### src/hw/spsm_defs.vh
`ifndef SPSM_DEFS_VH
`define SPSM_DEFS_VH

// ----------------------------------------------------------------
// Register offsets
// ----------------------------------------------------------------
`define SPSM_REG_CTRL       4'h0
`define SPSM_REG_STATE      4'h1
`define SPSM_REG_WAKE_EN    4'h2
`define SPSM_REG_IRQ_STAT   4'h3
`define SPSM_REG_IRQ_CLR    4'h4
`define SPSM_REG_IRQ_EN     4'h5
`define SPSM_REG_CLK_DIV    4'h6

// ----------------------------------------------------------------
// Control register fields
// ----------------------------------------------------------------
`define SPSM_CTRL_TARGET_LSB 0
`define SPSM_CTRL_TARGET_MSB 1
`define SPSM_CTRL_RET_LOW    2
`define SPSM_CTRL_LEVEL_WAKE 3
`define SPSM_CTRL_RESET      8'h00

// ----------------------------------------------------------------
// Target sleep encodings
// ----------------------------------------------------------------
`define SPSM_TGT_HALT        2'h0
`define SPSM_TGT_DS_RTC      2'h1
`define SPSM_TGT_DS_NORTC    2'h2

// ----------------------------------------------------------------
// Wake enable fields: periph, timer, rtc, gpio edge, gpio level, cmp
// ----------------------------------------------------------------
`define SPSM_WK_PERIPH       0
`define SPSM_WK_TIMER        1
`define SPSM_WK_RTC          2
`define SPSM_WK_GEDGE        3
`define SPSM_WK_GLEVEL       4
`define SPSM_WK_CMP          5
`define SPSM_WAKE_EN_RESET   6'h3F

// ----------------------------------------------------------------
// Interrupt status bits
// ----------------------------------------------------------------
`define SPSM_IRQ_WAKE        0
`define SPSM_IRQ_RTC_LOCK    1
`define SPSM_IRQ_ENTER       2

// ----------------------------------------------------------------
// Clock divider for the run and low power compute sub-states
// ----------------------------------------------------------------
`define SPSM_CLK_DIV_RESET   8'h00
`define SPSM_LPC_DIV_MIN     8'h08

// ----------------------------------------------------------------
// Timing
// ----------------------------------------------------------------
`define SPSM_CLK_HZ          25000000
`define SPSM_ENTRY_CYC       6
`define SPSM_EXIT_CYC        3
`define SPSM_RTC_LOCK_MS     350

`endif

### src/hw/spsm_sync.v
// ----------------------------------------------------------------
// Three-stage synchroniser; a change counts when stages two and three agree.
// ----------------------------------------------------------------
module spsm_sync #(
	parameter W = 1
) (
	input  wire         clk_sys,
	input  wire         rst,
	input  wire [W-1:0] async_in,
	output reg  [W-1:0] sync_out
);
	reg [W-1:0] s1;
	reg [W-1:0] s2;
	reg [W-1:0] s3;

	always @(posedge clk_sys) begin
		if (rst) begin
			s1       <= {W{1'b0}};
			s2       <= {W{1'b0}};
			s3       <= {W{1'b0}};
			sync_out <= {W{1'b0}};
		end else begin
			s1       <= async_in;
			s2       <= s1;
			s3       <= s2;
			sync_out <= (s2 & s3) | (sync_out & (s2 | s3));
		end
	end
endmodule // spsm_sync

### src/hw/spsm_lock_timer.v
// ----------------------------------------------------------------
// Counts the oscillator start-up time after a restart request.
// ----------------------------------------------------------------
module spsm_lock_timer #(
	parameter CYCLES = 8750000
) (
	input  wire clk_sys,
	input  wire rst,
	input  wire restart,
	input  wire osc_on,
	output reg  locked,
	output reg  lock_pulse
);
	reg [31:0] cnt;

	always @(posedge clk_sys) begin
		if (rst) begin
			cnt        <= 32'h00000000;
			locked     <= 1'b1;
			lock_pulse <= 1'b0;
		end else begin
			lock_pulse <= 1'b0;
			if (!osc_on || restart) begin
				cnt    <= 32'h00000000;
				locked <= 1'b0;
			end else if (!locked) begin
				if (cnt >= CYCLES - 1) begin
					locked     <= 1'b1;
					lock_pulse <= 1'b1;
				end else begin
					cnt <= cnt + 32'h00000001;
				end
			end
		end
	end
endmodule // spsm_lock_timer

### src/hw/spsm_power_manager.v
// Function
// - Run sub-state keeps regulator normal and clock 4 to 32 MHz, CPU executing.
// - Low power compute runs the clock below 4 MHz, CPU executing, regulator normal.
// - Low power compute takes its clock from the hybrid oscillator at 4 MHz.
// - Halt instruction stops the processor; enabled peripherals keep running.
// - In halt any enabled peripheral interrupt returns the system to active.
// - Both deep sleeps hold the regulator in retention at 1.8 V or 1.35 V.
// - Deep sleep with RTC keeps RTC oscillator on, hybrid oscillator and converter off.
// - Deep sleep with RTC wakes on timer, RTC, GPIO or comparators only.
// - Deep sleep without RTC turns RTC oscillator off; no RTC or timer wake.
// - Deep sleep without RTC disables GPIO debouncing.
// - Deep sleep without RTC gates all clocks; GPIO edge wakes ignored.
// - Deep sleep without RTC wakes only on GPIO level or comparator events.
// - Restarted RTC oscillator is not locked until about 350 ms have passed.
//
// Implementation choices: strobed register access and the register offsets.
`include "spsm_defs.vh"

module spsm_power_manager #(
	parameter RTC_LOCK_CYC = `SPSM_RTC_LOCK_MS * (`SPSM_CLK_HZ / 1000)
) (
	input  wire       clk_sys,
	input  wire       rst,
	input  wire [3:0] reg_addr,
	input  wire [7:0] reg_wdata,
	input  wire       reg_wr,
	input  wire       reg_rd,
	output reg  [7:0] reg_rdata,
	input  wire       halt_exec,
	input  wire       periph_irq,
	input  wire       timer_wake,
	input  wire       rtc_wake,
	input  wire       gpio_edge_wake,
	input  wire       gpio_level_wake,
	input  wire       cmp_wake,
	output reg        cpu_run,
	output reg        reg_normal_mode,
	output reg        reg_ret_low,
	output reg        hyb_osc_on,
	output reg        hyb_si_4mhz,
	output reg        rtc_osc_on,
	output reg        rtc_clk_locked,
	output reg        converter_on,
	output reg        gpio_debounce_en,
	output reg        sram_standby,
	output reg        bus_clk_on,
	output reg        clocks_gated,
	output reg        low_power_compute,
	output reg  [7:0] sys_clk_div,
	output reg        irq
);
	// ----------------------------------------------------------------
	// States.
	// ----------------------------------------------------------------
	localparam [2:0] ST_RUN   = 3'd0;
	localparam [2:0] ST_ENTER = 3'd1;
	localparam [2:0] ST_HALT  = 3'd2;
	localparam [2:0] ST_DSRTC = 3'd3;
	localparam [2:0] ST_DSNO  = 3'd4;
	localparam [2:0] ST_EXIT  = 3'd5;
	localparam integer ENTRY_LOAD = `SPSM_ENTRY_CYC - 2;
	localparam integer EXIT_LOAD  = `SPSM_EXIT_CYC - 2;

	// ----------------------------------------------------------------
	// Decoding shared by several outputs.
	// ----------------------------------------------------------------
	function is_deep;
		input [2:0] st;
		begin
			is_deep = (st == ST_DSRTC) || (st == ST_DSNO);
		end
	endfunction

	function is_asleep;
		input [2:0] st;
		begin
			is_asleep = (st == ST_HALT) || is_deep(st);
		end
	endfunction

	function lpc_rate;
		input [7:0] div;
		begin
			lpc_rate = (div >= `SPSM_LPC_DIV_MIN);
		end
	endfunction

	reg  [2:0] state;
	reg  [2:0] next_state;
	reg  [2:0] cnt;
	reg  [2:0] next_cnt;
	reg  [7:0] ctrl;
	reg  [5:0] wake_en;
	reg  [2:0] irq_stat;
	reg  [2:0] irq_en;
	reg  [7:0] clk_div;
	reg        left_nortc;
	wire [4:0] ext_sync;
	wire       rtc_locked;
	wire       rtc_lock_pulse;
	wire [1:0] target;
	wire       wake_halt;
	wire       wake_dsrtc;
	wire       wake_dsno;
	wire       wake_now;
	wire       entered;
	wire [2:0] clr_bits;
	wire       going_deep;
	wire       going_asleep;
	wire       lpc_now;

	assign target = ctrl[`SPSM_CTRL_TARGET_MSB:`SPSM_CTRL_TARGET_LSB];
	assign going_deep   = is_deep(next_state);
	assign going_asleep = is_asleep(next_state);
	assign lpc_now      = lpc_rate(clk_div);

	// ----------------------------------------------------------------
	// Pin wake sources come from other domains and are synchronised.
	// ----------------------------------------------------------------
	spsm_sync #(
		.W (5)
	) u_sync (
		.clk_sys  (clk_sys),
		.rst      (rst),
		.async_in ({cmp_wake, gpio_level_wake, gpio_edge_wake, rtc_wake, timer_wake}),
		.sync_out (ext_sync)
	);

	// ----------------------------------------------------------------
	// Wake qualification per state.
	// ----------------------------------------------------------------
	assign wake_halt = periph_irq & wake_en[`SPSM_WK_PERIPH];

	assign wake_dsrtc = (ext_sync[0] & wake_en[`SPSM_WK_TIMER]) |
	                    (ext_sync[1] & wake_en[`SPSM_WK_RTC]) |
	                    (ext_sync[2] & wake_en[`SPSM_WK_GEDGE]) |
	                    (ext_sync[3] & wake_en[`SPSM_WK_GLEVEL]) |
	                    (ext_sync[4] & wake_en[`SPSM_WK_CMP]);

	// Timer, RTC and edge wakes never count here; level wake follows a control bit.
	assign wake_dsno = (ext_sync[3] & wake_en[`SPSM_WK_GLEVEL] & ctrl[`SPSM_CTRL_LEVEL_WAKE]) |
	                   (ext_sync[4] & wake_en[`SPSM_WK_CMP]);

	assign wake_now = (state == ST_HALT  && wake_halt) ||
	                  (state == ST_DSRTC && wake_dsrtc) ||
	                  (state == ST_DSNO  && wake_dsno);

	assign entered = (state == ST_ENTER) && (cnt == 3'd0);

	// ----------------------------------------------------------------
	// State machine.
	// ----------------------------------------------------------------
	always @* begin
		next_state = state;
		next_cnt   = cnt;
		case (state)
			ST_RUN: begin
				if (halt_exec) begin
					next_state = ST_ENTER;
					next_cnt   = ENTRY_LOAD[2:0];
				end
			end
			ST_ENTER: begin
				if (cnt == 3'd0) begin
					case (target)
						`SPSM_TGT_DS_RTC:   next_state = ST_DSRTC;
						`SPSM_TGT_DS_NORTC: next_state = ST_DSNO;
						default:            next_state = ST_HALT;
					endcase
				end else begin
					next_cnt = cnt - 3'd1;
				end
			end
			ST_HALT, ST_DSRTC, ST_DSNO: begin
				if (wake_now) begin
					next_state = ST_EXIT;
					next_cnt   = EXIT_LOAD[2:0];
				end
			end
			ST_EXIT: begin
				if (cnt == 3'd0) begin
					next_state = ST_RUN;
				end else begin
					next_cnt = cnt - 3'd1;
				end
			end
			default: begin
				next_state = ST_RUN;
				next_cnt   = 3'd0;
			end
		endcase
	end

	always @(posedge clk_sys) begin
		if (rst) begin
			state      <= ST_RUN;
			cnt        <= 3'd0;
			left_nortc <= 1'b0;
		end else begin
			state      <= next_state;
			cnt        <= next_cnt;
			left_nortc <= (state == ST_DSNO) && wake_now;
		end
	end

	// ----------------------------------------------------------------
	// RTC oscillator lock timing after a restart.
	// ----------------------------------------------------------------
	spsm_lock_timer #(
		.CYCLES (RTC_LOCK_CYC)
	) u_lock (
		.clk_sys    (clk_sys),
		.rst        (rst),
		.restart    (left_nortc),
		.osc_on     (state != ST_DSNO),
		.locked     (rtc_locked),
		.lock_pulse (rtc_lock_pulse)
	);

	// ----------------------------------------------------------------
	// Register file.
	// ----------------------------------------------------------------
	assign clr_bits = (reg_wr && reg_addr == `SPSM_REG_IRQ_CLR) ? reg_wdata[2:0] : 3'b000;

	always @(posedge clk_sys) begin
		if (rst) begin
			ctrl      <= `SPSM_CTRL_RESET;
			wake_en   <= `SPSM_WAKE_EN_RESET;
			irq_en    <= 3'b000;
			clk_div   <= `SPSM_CLK_DIV_RESET;
			irq_stat  <= 3'b000;
			reg_rdata <= 8'h00;
		end else begin
			if (reg_wr) begin
				case (reg_addr)
					`SPSM_REG_CTRL:    ctrl    <= reg_wdata;
					`SPSM_REG_WAKE_EN: wake_en <= reg_wdata[5:0];
					`SPSM_REG_IRQ_EN:  irq_en  <= reg_wdata[2:0];
					`SPSM_REG_CLK_DIV: clk_div <= reg_wdata;
					default:           ctrl    <= ctrl;
				endcase
			end
			// Set wins over clear.
			irq_stat <= (irq_stat & ~clr_bits) |
			            {entered, rtc_lock_pulse, (state == ST_EXIT && cnt == 3'd0)};
			reg_rdata <= 8'h00;
			if (reg_rd) begin
				case (reg_addr)
					`SPSM_REG_CTRL:     reg_rdata <= ctrl;
					`SPSM_REG_STATE:    reg_rdata <= {4'h0, rtc_locked, state};
					`SPSM_REG_WAKE_EN:  reg_rdata <= {2'b00, wake_en};
					`SPSM_REG_IRQ_STAT: reg_rdata <= {5'h00, irq_stat};
					`SPSM_REG_IRQ_EN:   reg_rdata <= {5'h00, irq_en};
					`SPSM_REG_CLK_DIV:  reg_rdata <= clk_div;
					default:            reg_rdata <= 8'h00;
				endcase
			end
		end
	end

	// ----------------------------------------------------------------
	// Power controls, all registered.
	// ----------------------------------------------------------------
	always @(posedge clk_sys) begin
		if (rst) begin
			cpu_run           <= 1'b1;
			reg_normal_mode   <= 1'b1;
			reg_ret_low       <= 1'b0;
			hyb_osc_on        <= 1'b1;
			hyb_si_4mhz       <= 1'b0;
			rtc_osc_on        <= 1'b1;
			rtc_clk_locked    <= 1'b1;
			converter_on      <= 1'b1;
			gpio_debounce_en  <= 1'b1;
			sram_standby      <= 1'b0;
			bus_clk_on        <= 1'b1;
			clocks_gated      <= 1'b0;
			low_power_compute <= 1'b0;
			sys_clk_div       <= `SPSM_CLK_DIV_RESET;
			irq               <= 1'b0;
		end else begin
			cpu_run           <= (next_state == ST_RUN);
			reg_normal_mode   <= !going_deep;
			reg_ret_low       <= ctrl[`SPSM_CTRL_RET_LOW];
			hyb_osc_on        <= !going_deep;
			hyb_si_4mhz       <= lpc_now;
			rtc_osc_on        <= (next_state != ST_DSNO);
			rtc_clk_locked    <= rtc_locked && (next_state != ST_DSNO);
			converter_on      <= !going_deep;
			gpio_debounce_en  <= (next_state != ST_DSNO);
			sram_standby      <= going_asleep;
			bus_clk_on        <= !going_deep;
			clocks_gated      <= (next_state == ST_DSNO);
			low_power_compute <= lpc_now;
			sys_clk_div       <= clk_div;
			irq               <= |(irq_stat & irq_en);
		end
	end
endmodule // spsm_power_manager

### config.mk
export PLATFORM = sky130hd
export DESIGN_NAME = spsm_power_manager
export DESIGN_NICKNAME = d
export VERILOG_FILES = /design/src/hw/spsm_sync.v /design/src/hw/spsm_lock_timer.v /design/src/hw/spsm_power_manager.v
export VERILOG_INCLUDE_DIRS = /design/src /design/src/hw
export SDC_FILE = /design/constraint.sdc
export NUM_CORES = 1
export LEC_CHECK = 0
export ABC_CLOCK_PERIOD_IN_PS = 2900
export BUFFER_PORTS_ARGS = -buffer_cell sky130_fd_sc_hd__buf_2
export CELL_PAD_IN_SITES_DETAIL_PLACEMENT = 0
export CELL_PAD_IN_SITES_GLOBAL_PLACEMENT = 1
export CORE_MARGIN = 4
export CORE_UTILIZATION = 44
export CTS_BUF_LIST = sky130_fd_sc_hd__clkbuf_16
export DETAILED_ROUTE_END_ITERATION = 12
export GPL_ROUTABILITY_DRIVEN = 0
export PLACE_DENSITY = 0.8
export SLEW_MARGIN = 40
export SYNTH_ARGS = -nofsm -noshare
export SYNTH_HDL_FRONTEND = slang
export SYNTH_SLANG_ARGS = --single-unit
export TNS_END_PERCENT = 30
### constraint.sdc
create_clock -name clk_sys -period 2.9 [get_ports clk_sys]
set_clock_uncertainty 0.05 [all_clocks]
set_input_delay 0.87 -clock clk_sys [delete_from_list [all_inputs] [get_ports clk_sys]]
set_output_delay 0.87 -clock clk_sys [all_outputs]
set_load 0.01 [all_outputs]
# == Yosys cells after proc, flatten, opt, wreduce, memory -nomap -nowiden ==
# Cells that the tools add are included.
# classes
addsub,2
mul,0
div,0
n_lt_le_gt_ge,2
eq_ne,21
n_shift,0
muxes,15
bitwise_logic,23
reduce_logical,31
# op_table
cell,count
$pmux 8 s6,1
$add 32x1->32 const B,1
$ge 32x24->1 const B,1
$mux 3,8
$eq 3x2->1 const B,4
$eq 4x3->1 const B,3
$pmux 3 s4,1
$and 5x5->5,2
$or 5x5->5,2
$reduce_and 2->1,5
$eq 3x3->1 const B,3
$logic_not 3->1,3
$pmux 3 s3,1
$reduce_or 3->1,3
$eq 4x2->1 const B,2
$ge 8x4->1 const B,1
$logic_and 1x1->1,8
$and 1x1->1,7
$and 3x3->3,2
$ne 2x2->1 const B,3
$ne 3x3->1 const B,2
$pmux 3 s2,1
$reduce_or 2->1,3
$logic_or 1x1->1,5
other kinds (13),22
# totals
ff_bits,114
latch_bits,0
mem_bits_rw,0
rom_bits,0
inputBits,23
output_inout_bits,30
word_cells,120
mem_count,0

# == Logic depth before layout (Yosys ltp) ==
# depth
depth_word,13
depth_mapped,8
depth_no_buf,8

# == Modules after synthesis ==
# Synthesis repeated with hierarchy kept, for this count alone.
# hier_totals
hier_cells,538
area_unflattened_um2,4782.1
# by_module_without_submodules
module,instances,cells_each,area_each_um2,seq_area_each_um2
spsm_power_manager,1,292,2517.4,1201.2
spsm_lock_timer,1,194,1646.6,680.7
spsm_sync,1,52,618.1,400.4

# == Worst setup path after synthesis ==
# Ideal clock, no wire load.
# synth_path
path_kind,input-to-reg
from,input port reg_addr[0]
to,register ctrl[0]
setup_ns,0.070
arrival_time_ns,2.175
required_time_ns,2.780
path_slack_ns,0.605
cell_stages,5
n_path_buf,2
cell_sequence,clkbuf_1 > nor4_1 > clkbuf_1 > nand3_1 > a21oi_1
# synth_via
elab_chain_len,2
# synth_rtl
element,line,rtl
start: declaration,spsm_power_manager.v:24,"input wire [3:0] reg_addr,"
$logic_not 4->1,spsm_power_manager.v:235,case (reg_addr)
$reduce_and 2->1 (no source line),n/a,
end signal: assignment,spsm_power_manager.v:227,ctrl <= `SPSM_CTRL_RESET;
end signal: assignment,spsm_power_manager.v:236,`SPSM_REG_CTRL: ctrl <= reg_wdata;
end signal: assignment,spsm_power_manager.v:240,default: ctrl <= ctrl;
end: declaration,spsm_power_manager.v:92,reg [7:0] ctrl;
# No other way between the ends.
# A chain may end at the register's enable or synchronous reset.

# == Worst setup path in the final report ==
# layout_path
from,register u_lock.cnt[19]
to,register u_lock.cnt[12]
# layout_via
elab_chain_len,3
# layout_rtl
element,line,rtl
start: declaration,spsm_lock_timer.v:14,reg [31:0] cnt;
start signal: assignment,spsm_lock_timer.v:31,cnt <= cnt + 32'h00000001;
$ge 32x24->1,spsm_lock_timer.v:27,if (cnt >= CYCLES - 1) begin
$not 1->1 (no source line),n/a,
$reduce_and 2->1 (no source line),n/a,
# No other way between the ends.

==> impl.org <==
** Synth
- Leading post-synthesis cells by instance count :: 114 x dfxtp_1, 56 x a21oi_1, 55 x nand2_1, 35 x nor2_1, 30 x nand3_1
- Synth unique cells :: 54
- Post-synthesis register bit count :: 114
- Synthesis produced a netlist with a net count of 550.
- Post-synth EDFFs :: 0
- Yosys attributes the largest share of cell area to dfxtp_1 49%, a21oi_1 6.0%, nand2_1 4.5%, nor2b_1 3.6%, nand3_1 3.2%.
- Share of synthesized area occupied by flip-flops and latches :: 0.492
- In the synthesized netlist the dominant register cell turns out to be dfxtp_1.
- Ys async rst share :: 0
- The mapped netlist covers 4640 µm².
- Average cell area after synthesis :: 8.85 µm²
- Top-area cell type share of the netlist area :: 0.492
- Most area-hungry cell type in the Yosys netlist :: dfxtp_1
- Yosys printed 0 warnings.
- Synthesized netlist cell count :: 524
- Most frequent cell after synthesis :: dfxtp_1

** Worst setup path
- Largest incremental delay on the critical path :: 0.64 ns
- On the critical path the largest part of the delay comes from simple AND/OR/NAND/NOR gates.
- Critical-path top delay cell :: or4_1
- Highest fanout seen on the critical path :: 42
- Worst Path Arrival :: 2.72 ns
- Required arrival time at the worst endpoint :: 3.17 ns
- STA classifies the critical path endpoint as a register.
- Kind of start point of the critical path :: register
- In this run the number of cells on the critical path is 5.
- Count of buffer and inverter cells on the critical path :: 0
- The critical path in this run is classified as reg -> reg.
- Cells traversed along the worst timing path :: or4_4 -> o21ai_2 -> nand2_2 -> or4_1 -> a21oi_1
- R2R cell count :: 5

** Drt
- Vias per cell :: 5.48
- Via count :: 3,945
- For this block, the routed nets add up to 10.7 mm of wire.
- Iteration-0 DRC Markers :: 288
- Dividing the detail-routed wire length by the instance count gives 14.8 µm.
- Once detail routing completed, the nets flagged for antenna violations numbered 0.
- Remaining routing DRC violations :: 0
- The first TritonRoute pass finished after 5 iterations.

** Clock tree
- Clock buffers created by TritonCTS :: 17
- The clock drives 114 sinks.
- Root buffer cell :: clkbuf_16
- Clock-pin slew was measured on the worst setup and hold paths at 0.05 ns.
- Number of buffers inserted to repair setup after CTS :: 0
- The clock reaches the later pin of the worst-skew pair after 0.41 ns.
- In this run, post-CTS hold repair placed 0 buffers.
- The clock tree synthesis step divided the H-tree into 4 levels.
- Once the clock tree was built, the resizer swapped 0 gates to a different size.
- In this run the deepest clock path goes through 2 buffers.
- Clock tree from TritonCTS :: yes

** Die
- From left edge to right edge, the die measures 111 µm.
- Std-Cell Rows :: 37
- In this run the count of I/O pins placed on the die edge is 53.
- For this configuration, the core starts out at a cell density of 0.451.
- Area of the core :: 10,300 µm²
- Die height :: 111 µm
- Die Footprint :: 12,200 µm²

** STA
- The count of final hold-check violations is 0.
- For the pin with the worst max-slew slack, the measured transition is 0.738 ns.
- The clock period could shrink to 2.44 ns.
- Setup violations remaining at the end of the flow were counted as 0.
- Based on the critical path, the design can be clocked at up to 409 MHz.
- Max-slew violations :: 0
- Dividing the final minimum period by the clock period gives 0.842.
- Setup repair after global routing missed its margin :: false
- Final-layout setup total negative slack :: 0 ns
- The worst pin sits at a relative slew slack of 0.508.

** GRT
- Total global-route track usage :: 0.183
- The number of global-route vias before repair was 3,738.
- GRT Residual Overflow :: 0
- Entering global routing, the biggest net connects 43 pins.
- Number of antenna violations at the first check in global routing :: 0
- Wire length of the first global-routing pass :: 18.2 mm

** Final layout
- Of the cells placed in the final design, the portion with a size suffix greater than 1 is 0.175.
- The layout has 967 filler cells.
- 0 antenna diodes ended up in the layout.
- Fin nets :: 597
- Flip-flop and latch area :: 2280 µm²
- From synthesis to final layout, the design area changed by 18.7%.
- Total area of multi-input combinational cells :: 2150 µm²

** Run status
- The flow ran to the end, and the final reports show no timing, DRC or antenna violations.

** Placement
- Once detailed placement completed, the half-perimeter wirelength came to 7.31 mm.
- The count of buffers added on input and output ports is 52.

** Power and ir drop
- P per Cell Area :: 711 nW/µm²
- The design draws 0.00392 W.
- VDD IR-drop max :: 0.000412 V
- For this design the static power due to leakage is 2.05 nW.

** Worst hold path
- Along the worst hold path, the cell count comes to 1.
- In this run the worst hold path is classified as reg -> reg.

** Job
- The tool flagged a number of max-cap violations equal to 0.
-- power by group --
| group | leakage, nW | internal (W) | switching [W] | total, W |
|---|---|---|---|---|
| combinational | 0.888 | 0.000178 | 0.000254 | 0.000432 |
| clock | 0.243 | 0.00107 | 0.000721 | 0.00179 |
| sequential | 0.923 | 0.00163 | 0.0000559 | 0.00169 |
-- layout make-up --
type                            count  share of cell area
Tap cell                          136              0.0309
Inverter                           13             0.00886
Sequential cell                   114               0.415
Timing Repair Buffer               61              0.0595
Clock buffer                       17              0.0773
Multi-Input combinational cell    364               0.391
Clock inverter                     15              0.0177
-- placed cells by master (no fill, tap or decap), drive strengths merged, types with 4 or more instances in the layout --
| cell type | n |
|---|---|
| and2 | 11 |
| clkinvlp | 6 |
| nand3 | 30 |
| buf | 61 |
| nor2 | 35 |
| nor4 | 7 |
| dfxtp | 114 |
| or4 | 17 |
| inv | 13 |
| clkbuf | 17 |
| mux2i | 13 |
| nand2b | 4 |
| nand2 | 56 |
| a222oi | 4 |
| nor2b | 27 |
| o31ai | 17 |
| or3 | 5 |
| o21ai | 17 |
| nand4 | 11 |
| a21oi | 56 |
| mux2 | 5 |
| clkinv | 9 |
| nor3 | 7 |
| a22oi | 7 |
-- registers in the layout, indices dropped and copies added, names as in the netlist, 5 cells and up --
| name | count |
|---|---|
| ctrl | 8 |
| reg_rdata | 8 |
| u_sync.s2 | 5 |
| u_sync.sync_out | 5 |
| clk_div | 8 |
| u_lock.cnt | 32 |
| u_sync.s3 | 5 |
| sys_clk_div | 8 |
| u_sync.s1 | 5 |
| wake_en | 6 |
-- per-layer routing --
metal  wire length, µm  GRT usage
met1              5080      0.234
met2              4980      0.284
met3               432     0.0650
met4               163     0.0690
met5                 0          0
-- path summary, 6_finish.rpt --
kind,from,endpoint,slack (ns)
max,u_lock.cnt[19]$_SDFFE_PP0P_,u_lock.cnt[12]$_SDFFE_PP0P_,0.46
min,u_lock.locked$_SDFF_PP1_,u_lock.lock_pulse$_SDFF_PP0_,0.38
max reg2reg,u_lock.cnt[19]$_SDFFE_PP0P_,u_lock.cnt[12]$_SDFFE_PP0P_,0.46
min reg2reg,u_lock.locked$_SDFF_PP1_,u_lock.lock_pulse$_SDFF_PP0_,0.38
-- stage by stage --
step / instances / worst slack, ns / cell area [µm²] / utilization / hold WS (ns)
after floorplan: 524 / 0.605 / 4640 / - / 0.350
after global placement: 688 / 0.559 / 4980 / 0.485 / 0.369
after detailed placement: 688 / 0.487 / 4980 / 0.485 / 0.377
after CTS: 720 / 0.451 / 5500 / 0.536 / 0.383
after global routing: 720 / 0.271 / 5510 / 0.536 / 0.398
final: 720 / 0.457 / 5510 / 0.536 / 0.379
-- cell families (layout without fill, tap and decap cells) --
family                     after synthesis  in the layout  synth area share
and+or+nand+nor                        222            222             0.250
AOI/OAI and AO/OA                      121            121             0.165
DFF                                    114            114             0.492
buffers and inverters                   46            106            0.0453
muxes                                   18             18            0.0402
adders and majority gates                3              3           0.00809
Power figures use the tool's default switching activity.
